<file path="config.mk">
export PLATFORM = sky130hd
export DESIGN_NAME = sees_top
export DESIGN_NICKNAME = d
export VERILOG_FILES = /design/src/rtl/sees_pkg.sv /design/src/rtl/sees_flag.sv /design/src/rtl/sees_top.sv
export SDC_FILE = /design/constraint.sdc
export NUM_CORES = 1
export LEC_CHECK = 0
export BUFFER_PORTS_ARGS = -buffer_cell sky130_fd_sc_hd__buf_2
export CORE_AREA = 2 2 70 72
export CTS_BUF_LIST = sky130_fd_sc_hd__clkbuf_16
export DETAILED_ROUTE_END_ITERATION = 8
export DIE_AREA = 0 0 72 74
export MAX_ROUTING_LAYER = met4
export PLACE_DENSITY = 0.82
export SKIP_CTS_REPAIR_TIMING = 1
export SYNTH_ARGS = -nofsm -noshare
export SYNTH_HDL_FRONTEND = slang
export SYNTH_SLANG_ARGS = --single-unit
</file>
<file path="constraint.sdc">
create_clock -name clock_i -period 3.8 [get_ports clock_i]
set_clock_uncertainty 0.1 [all_clocks]
set_input_delay 0.57 -clock clock_i [delete_from_list [all_inputs] [get_ports clock_i]]
set_output_delay 0.57 -clock clock_i [all_outputs]
set_load 0.005 [all_outputs]
</file>
<file path="src/rtl/sees_pkg.sv">
/*
 * Constants for the slot event enable and status block.
 * Assumes a 16-bit configuration access port on the core clock.
 */
package sees_pkg;
	// register offsets
	localparam logic [7:0]  STATUS_OFFSET   = 8'hAA;
	localparam logic [7:0]  CONTROL_OFFSET  = 8'hA8;
	// reset values
	localparam logic [15:0] STATUS_RESET    = 16'h0010;
	localparam logic [15:0] CONTROL_RESET   = 16'h0000;
	// field positions of status; bits 0 to 2 also used by control
	localparam int          BUTTON_BIT      = 0;
	localparam int          FAULT_BIT       = 1;
	localparam int          LATCH_BIT       = 2;
	localparam int          PRESENCE_BIT    = 3;
	localparam int          DONE_BIT        = 4;
	localparam int          LATCH_STATE_BIT = 5;
	localparam int          PRESENT_BIT     = 6;
	localparam int          INTERLOCK_BIT   = 7;
	localparam int          LINK_CHANGE_BIT = 8;
	// change flags cleared by writing one
	localparam logic [15:0] CLEAR_MASK      = 16'h011F;
	// writable slot control bits
	localparam logic [15:0] CONTROL_MASK    = 16'h1FFF;
	// command busy time, in ns, and as cycles at 200 MHz
	localparam int          CLOCK_NS        = 5;
	localparam int          COMMAND_NS      = 100;
	localparam int          COMMAND_CYCLES  = (COMMAND_NS + CLOCK_NS - 1) / CLOCK_NS;
	// power states
	localparam logic [1:0]  POWER_D0        = 2'h0;
endpackage

</file>
<file path="src/rtl/sees_flag.sv">
/*
 * One sticky change flag: hardware set, write-one clear.
 * Assumes set and clear arrive on the core clock.
 */
`timescale 1ns/1ps
module sees_flag (
	input  wire logic clock_i,
	input  wire logic reset_i,
	input  wire logic enable_i,
	input  wire logic set_i,
	input  wire logic clear_i,
	input  wire logic reset_value_i,
	output logic      flag_o
);
	typedef struct packed {
		logic flag;
	} sees_flag_state_type;

	sees_flag_state_type state_q;
	sees_flag_state_type state_d;

	// set wins over a clear in the same cycle
	always_comb begin
		state_d = state_q;
		if (clear_i) begin
			state_d.flag = 1'b0;
		end
		if (set_i) begin
			state_d.flag = 1'b1;
		end
	end

	// register; reset loads this flag's own reset value
	always_ff @(posedge clock_i) begin
		if (reset_i) begin
			state_q      <= '0;
			state_q.flag <= reset_value_i;
		end else if (enable_i) begin
			state_q <= state_d;
		end
	end

	assign flag_o = state_q.flag;
endmodule // sees_flag

</file>
<file path="src/rtl/sees_top.sv">
/*
 * Slot control enables and slot status flags of a hot-plug slot,
 * forming hot-plug interrupt and power event requests.
 * Assumes a configuration access port on the core clock and hardware
 * event pulses from the same clock domain.
 */
`timescale 1ns/1ps
////////////////////////////////////////////////////////////////////////////////
// Behaviour
// - Slot control bit 2 is read-write and enables requests from the latch sensor change flag.
// - Slot control bit 1 is read-write and enables requests from the power fault flag.
// - Slot control bit 0 is read-write and enables requests from the button pressed flag.
// - A hot-plug interrupt also needs the hot-plug and message interrupt enables set.
// - In D1, D2 or D3hot a power event is signalled only with the power event enable set.
// - Slot status is a 16-bit register at offset AAh holding slot state and change flags.
// - Slot status reads 0010h after reset.
// - Slot status is hardware updated and software writes only clear change flags.
// - Status bit 4 is set when the controller can accept another command.
// - Writing one to a change flag clears it and writing zero leaves it.
module sees_top (
	input  wire logic        clock_i,
	input  wire logic        reset_i,
	input  wire logic        enable_i,
	input  wire logic        cfg_write_i,
	input  wire logic        cfg_read_i,
	input  wire logic [7:0]  cfg_offset_i,
	input  wire logic [15:0] cfg_wdata_i,
	output logic      [15:0] cfg_rdata_o,
	output logic             cfg_rvalid_o,
	input  wire logic        hotplug_irq_enable_i,
	input  wire logic        message_irq_enable_i,
	input  wire logic        power_event_enable_i,
	input  wire logic [1:0]  power_state_i,
	input  wire logic        latch_sensor_changed_set_i,
	input  wire logic        power_fault_detected_set_i,
	input  wire logic        button_pressed_set_i,
	input  wire logic        presence_changed_set_i,
	input  wire logic        link_changed_set_i,
	input  wire logic        latch_state_i,
	input  wire logic        present_i,
	input  wire logic        interlock_i,
	output logic             hotplug_irq_o,
	output logic             power_event_o,
	output logic [15:0]      slot_event_control_o
);
	typedef struct packed {
		logic [15:0] control;  // slot control, bits 15:13 held zero
		logic [15:0] rdata;    // registered read answer
		logic        rvalid;   // read answer strobe
		logic        irq;      // hot-plug interrupt request
		logic        pme;      // power event request
		logic [7:0]  busy;     // command busy countdown
		logic [2:0]  sync1;    // first stage of the pin synchroniser
		logic [2:0]  live;     // second stage, the only one logic reads
	} sees_state_type;

	// all state of the block except the change flags, registered as one
	sees_state_type state_q;
	sees_state_type state_d;

	////////////////////////////////////////////////////////////////////////////
	// decode
	logic        hit_status;
	logic        hit_control;
	logic        wr_status;
	logic        wr_control;
	logic        command_done;
	logic [2:0]  pins;
	logic [15:0] clear_bits;
	logic [15:0] set_bits;
	logic [15:0] flags;
	logic [15:0] status;

	// offset match for the write strobes
	assign hit_status   = (cfg_offset_i == sees_pkg::STATUS_OFFSET);
	assign hit_control  = (cfg_offset_i == sees_pkg::CONTROL_OFFSET);
	assign wr_status    = cfg_write_i && hit_status;
	assign wr_control   = cfg_write_i && hit_control;

	// software may only clear change flags; other status bits ignore writes
	assign clear_bits   = wr_status ? (cfg_wdata_i & sees_pkg::CLEAR_MASK) : 16'h0000;

	// countdown about to expire: the controller takes a new command
	assign command_done = (state_q.busy == 8'h01);

	// pin levels in status bit order
	assign pins         = {interlock_i, present_i, latch_state_i};

	// hardware set sources; a set beats a clear in the same cycle
	always_comb begin
		set_bits = 16'h0000;
		set_bits[sees_pkg::BUTTON_BIT]      = button_pressed_set_i;
		set_bits[sees_pkg::FAULT_BIT]       = power_fault_detected_set_i;
		set_bits[sees_pkg::LATCH_BIT]       = latch_sensor_changed_set_i;
		set_bits[sees_pkg::PRESENCE_BIT]    = presence_changed_set_i;
		set_bits[sees_pkg::DONE_BIT]        = command_done;
		set_bits[sees_pkg::LINK_CHANGE_BIT] = link_changed_set_i;
	end

	////////////////////////////////////////////////////////////////////////////
	// change flags, one instance per clearable bit
	genvar gi;
	generate
		for (gi = 0; gi < 16; gi++) begin : g_flag
			if (sees_pkg::CLEAR_MASK[gi]) begin : g_on
				sees_flag u_flag (
					.clock_i       (clock_i),
					.reset_i       (reset_i),
					.enable_i      (enable_i),
					.set_i         (set_bits[gi]),
					.clear_i       (clear_bits[gi]),
					.reset_value_i (sees_pkg::STATUS_RESET[gi]),
					.flag_o        (flags[gi])
				);
			end else begin : g_off
				assign flags[gi] = 1'b0;
			end
		end
	endgenerate

	////////////////////////////////////////////////////////////////////////////
	// status view and named fields
	logic latch_sensor_change_enable;
	logic power_fault_enable;
	logic button_press_enable;
	logic latch_sensor_changed;
	logic power_fault_detected;
	logic button_pressed;

	// status view: flags plus live pin levels; reserved bits read zero
	always_comb begin
		status = flags;
		status[sees_pkg::LATCH_STATE_BIT] = state_q.live[0];
		status[sees_pkg::PRESENT_BIT]     = state_q.live[1];
		status[sees_pkg::INTERLOCK_BIT]   = state_q.live[2];
	end

	// event enables held in slot control
	assign latch_sensor_change_enable = state_q.control[sees_pkg::LATCH_BIT];
	assign power_fault_enable         = state_q.control[sees_pkg::FAULT_BIT];
	assign button_press_enable        = state_q.control[sees_pkg::BUTTON_BIT];

	// change flags that those enables arm
	assign latch_sensor_changed       = flags[sees_pkg::LATCH_BIT];
	assign power_fault_detected       = flags[sees_pkg::FAULT_BIT];
	assign button_pressed             = flags[sees_pkg::BUTTON_BIT];

	////////////////////////////////////////////////////////////////////////////
	// event requests
	logic [2:0] armed;
	logic       any_event;
	logic       irq_gate;
	logic       pme_gate;

	// flag and enable, so enabling an already set flag still requests
	assign armed[2]  = latch_sensor_changed & latch_sensor_change_enable;
	assign armed[1]  = power_fault_detected & power_fault_enable;
	assign armed[0]  = button_pressed & button_press_enable;
	assign any_event = |armed;

	// an interrupt also needs both interrupt enables
	assign irq_gate  = hotplug_irq_enable_i & message_irq_enable_i;

	// outside D0 a power event also needs its enable
	assign pme_gate  = (power_state_i == sees_pkg::POWER_D0) | power_event_enable_i;

	////////////////////////////////////////////////////////////////////////////
	// command tracking
	logic command_busy;

	// countdown still running after the last control write
	assign command_busy = (state_q.busy != 8'h00);

	////////////////////////////////////////////////////////////////////////////
	// next state
	always_comb begin
		state_d = state_q;
		// two-flop synchroniser for the asynchronous pin levels
		state_d.sync1 = pins;
		state_d.live  = state_q.sync1;
		// a control write is a command and restarts the busy countdown
		if (wr_control) begin
			state_d.control = cfg_wdata_i & sees_pkg::CONTROL_MASK;
			state_d.busy    = 8'(sees_pkg::COMMAND_CYCLES);
		end else if (command_busy) begin
			state_d.busy = state_q.busy - 8'h01;
		end
		// read answer one cycle after the strobe; unmapped offsets read zero
		state_d.rvalid = cfg_read_i;
		unique case (cfg_offset_i)
			sees_pkg::STATUS_OFFSET: begin
				state_d.rdata = status;
			end
			sees_pkg::CONTROL_OFFSET: begin
				state_d.rdata = state_q.control;
			end
			default: begin
				state_d.rdata = 16'h0000;
			end
		endcase
		// requests registered so the outputs come straight from flops
		state_d.irq = any_event & irq_gate;
		state_d.pme = any_event & pme_gate;
	end

	// register; enable low freezes everything, reset wins over it
	always_ff @(posedge clock_i) begin
		if (reset_i) begin
			state_q         <= '0;
			state_q.control <= sees_pkg::CONTROL_RESET;
		end else if (enable_i) begin
			state_q <= state_d;
		end
	end

	////////////////////////////////////////////////////////////////////////////
	// outputs
	assign cfg_rdata_o          = state_q.rdata;
	assign cfg_rvalid_o         = state_q.rvalid;
	assign hotplug_irq_o        = state_q.irq;
	assign power_event_o        = state_q.pme;
	assign slot_event_control_o = state_q.control;
endmodule // sees_top

</file>
==> results by group <==
Drt
  • Avg WL per Cell: 14.6 µm
  • First-pass DRT Iterations: 5
  • Post-route ant nets: 0
  • Vias: 1979
  • Starting DRT DRC Count: 138
  • Final wirelength: 5280 µm
  • DRC Markers: 0
  • Via-per-instance ratio: 5.45

STA
  • Final worst path period share: 55.3%
  • Min Clock Period, post-route: between 2 and 2.5 ns
  • Setup TNS: 0 ns
  • Final Setup Violations: 0
  • PnR worst setup slack: 1.70 ns
  • Slew at the pin closest to its max-slew limit: 0.819 ns
  • Worst rel slew slack: 45.4%
  • Final Hold Fails: 0
  • Max-slew violations: 0
  • RSZ-0062 raised after global routing: no
  • Max Freq: 476 MHz

Layout
  • Most frequent cells in the layout: 67 x buf_2, 49 x dfxtp_1, 31 x nand2_1, 29 x a21oi_1, 21 x nor2_1
  • Share of cells above drive strength 1: between 30 and 40%
  • Commonest non-fill, non-tap cell in the layout: buf_2
  • Final core utilization: about three fifths
  • Reg area: between 900 and 1000 µm²
  • Fillers: 409
  • Area growth from synthesis to layout: 12.2%
  • # diodes: 0
  • Nets@finish: 353
  • Area of the multi-input gates: 1080 µm²

Pwr
  • Peak VDD IR: 0.000370 V
  • Clock share of power: 33.8%
  • Leak: between 1 and 1.5 nW
  • Share of power burned in registers: about 42%
  • Switching share of power: 29.4%
  • Switch Pwr: 0.427 mW
  • Pwr Density: 542 nW/µm²
  • Comb pwr share: 24.7%
  • Internal: about 1.0 mW

Synthesis
  • Number of synthesized register bits: 49
  • Predominant post-synthesis flop cell: dfxtp_1
  • Post-Synthesis Cells: 274
  • Seq/Total Area, Yosys: 41.0%
  • Post-synth EDFFs: 0
  • Unique masters post-synth: 45
  • Ys async rst share: 0%
  • Syn. warnings: 0
  • Netlist Area Pre-Place: 2390 µm²
  • Avg Synthesized Cell Area: 8.73 µm²

Clock network
  • CTS Root Buffer Type: clkbuf_16
  • TritonCTS Sinks: 49
  • CTS tree: done
  • Clock latency on the worst-skew pair: 0.28 ns
  • CTS Buf Count: 5
  • Deepest clock path buffer count: 2
  • Clock H-tree levels: 2
  • Clk pin slew, worst setup/hold paths: 0.06 ns

Worst hold path
  • Worst hold path type: flop to flop
  • Hold_sp: power_event_o
  • Hold path endpoint: power_event_o
  • WHS Path Cells: 2

Setup path
  • Worst r2r path cells: 6
  • Crit. End Element: flop
  • Internal reg-to-reg setup slack: 1.95 ns
  • CP max FO: 22
  • Worst Path Arrival: 2.13 ns
  • Startpoint Class: input port
  • RR Endpoint: state_q[6]
  • R2R Path Start: state_q[6]
  • CP required: between 3 and 4 ns
  • Crit Path Class: input port to flop

Placed design
  • Gpl congestion: 0.849
  • HPWL Detailed: approximately 3500 µm
  • Post-Place Setup Slack: 1.44 ns
  • I/O Buffers: 67

Floorplan
  • DIE AREA: 5330 µm²
  • Die height: 74 µm
  • Core area: around 4600 µm²
  • Num rows: 25
  • Io pins: 77
  • Initial Util: 52.0%
  • Chip Width: 72 µm

GRT
  • Total gr overflow: 0
  • First-pass GRT wire length: 8490 µm
  • Antenna violations before repair: 0
  • Global-route usage over all layers: 20.8%
  • Largest net degree at the start of global routing: 46
  • Vias in the first global route: 1874

Run status
  • Outcome: finished clean

Job
  • Number of max-cap violations: 0
## power by group through the flow
| stage | sequential, mW | combinational (mW) | clock (mW) |
|---|---|---|---|
| after floorplan | 0.603 | 0.287 | 0 |
| after global placement | 0.612 | 0.341 | 0 |
| after detailed placement | 0.613 | 0.354 | 0 |
| after CTS | 0.602 | 0.357 | 0.501 |
| after global routing | 0.610 | 0.396 | 0.524 |
| final | 0.604 | 0.359 | 0.491 |
## cell families (layout without fill, tap and decap cells)
kind of cell               after synthesis  after routing  synth area share, %
and+or+nand+nor                         89             89                 18.6
AOI/OAI and AO/OA                       58             58                 16.4
muxes                                   16             16                 7.17
xor gates and xnor gates                 1              1                0.366
DFF                                     49             49                 41.0
buffers and inverters                   57             87                 14.7
adders and majority gates                3              3                 1.57
other                                    1              6                0.157
## critical path, cell delays in order
cell and delay (ns):
buf_2 0.42, and3_1 0.54, buf_4 0.34, a31o_2 0.19, a21oi_1 0.06
## state kept, by name, summed over array words and instances (netlist names)
signal                     count
g_flag.g_on.u_flag.flag_o      6
power_event_o                  1
state_q                       11
slot_event_control_o          13
hotplug_irq_o                  1
cfg_rvalid_o                   1
state_d                        3
cfg_rdata_o                   13
## cell usage after synthesis (all sizes together), types with 2 or more instances
| cell type | n | area, µm² |
|---|---|---|
| or3 | 3 | 23.8 |
| mux2 | 9 | 101 |
| nand4 | 3 | 18.8 |
| a22oi | 10 | 75.1 |
| nand2 | 31 | 116 |
| ha | 3 | 37.5 |
| buf | 42 | 295 |
| inv | 9 | 33.8 |
| nor2 | 22 | 85.1 |
| a31o | 7 | 61.3 |
| dfxtp | 49 | 981 |
| a21oi | 29 | 145 |
| a211o | 2 | 17.5 |
| mux2i | 7 | 70.1 |
| clkbuf | 6 | 22.5 |
| a211oi | 2 | 15.0 |
| nand3 | 17 | 85.1 |
| o21ai | 2 | 10.0 |
| nor3 | 2 | 21.3 |
## per-layer routing
layer	global-route usage [%]	vias to the layer above	share of wire, %
met5	-	-	0
met4	4.19	0	0.36
met3	3.66	2	4.9
met2	37.0	55	50
met1	24.7	945	44
li1	-	977	-
## per-stage QoR
step,area [µm²],hold slack (ns),power [mW],instances
2_1_floorplan,2410,0.330,0.891,279
3_3_place_gp,2520,0.345,0.953,355
3_5_place_dp,2520,0.350,0.968,355
4_1_cts,2680,0.361,1.46,363
5_1_grt,2680,0.380,1.53,363
6_report,2680,0.358,1.45,363
## cell type report
type                            instances  share of cell area (%)
Clock buffer                            5                    4.66
Clock inverter                          3                    1.54
Inverter                                9                    1.26
Multi-Input combinational cell        173                    40.1
Sequential cell                        49                    36.6
Tap cell                               54                    2.52
Timing Repair Buffer                   70                    13.3
## worst max-delay path by stage
stage               startpoint                           end  slack (ns)  depth (start not counted)
6_report              enable_i  g_flag[8].g_on.u_flag.flag_o        1.70                          5
3_3_place_gp          enable_i  g_flag[0].g_on.u_flag.flag_o        1.41                          5
4_1_cts               enable_i  g_flag[8].g_on.u_flag.flag_o        1.71                          5
3_5_place_dp          enable_i  g_flag[8].g_on.u_flag.flag_o        1.44                          5
5_1_grt               enable_i       slot_event_control_o[9]        1.59                          5
2_1_floorplan  cfg_offset_i[6]  g_flag[4].g_on.u_flag.flag_o        2.00                          6
(Power assumes the default switching activity.)
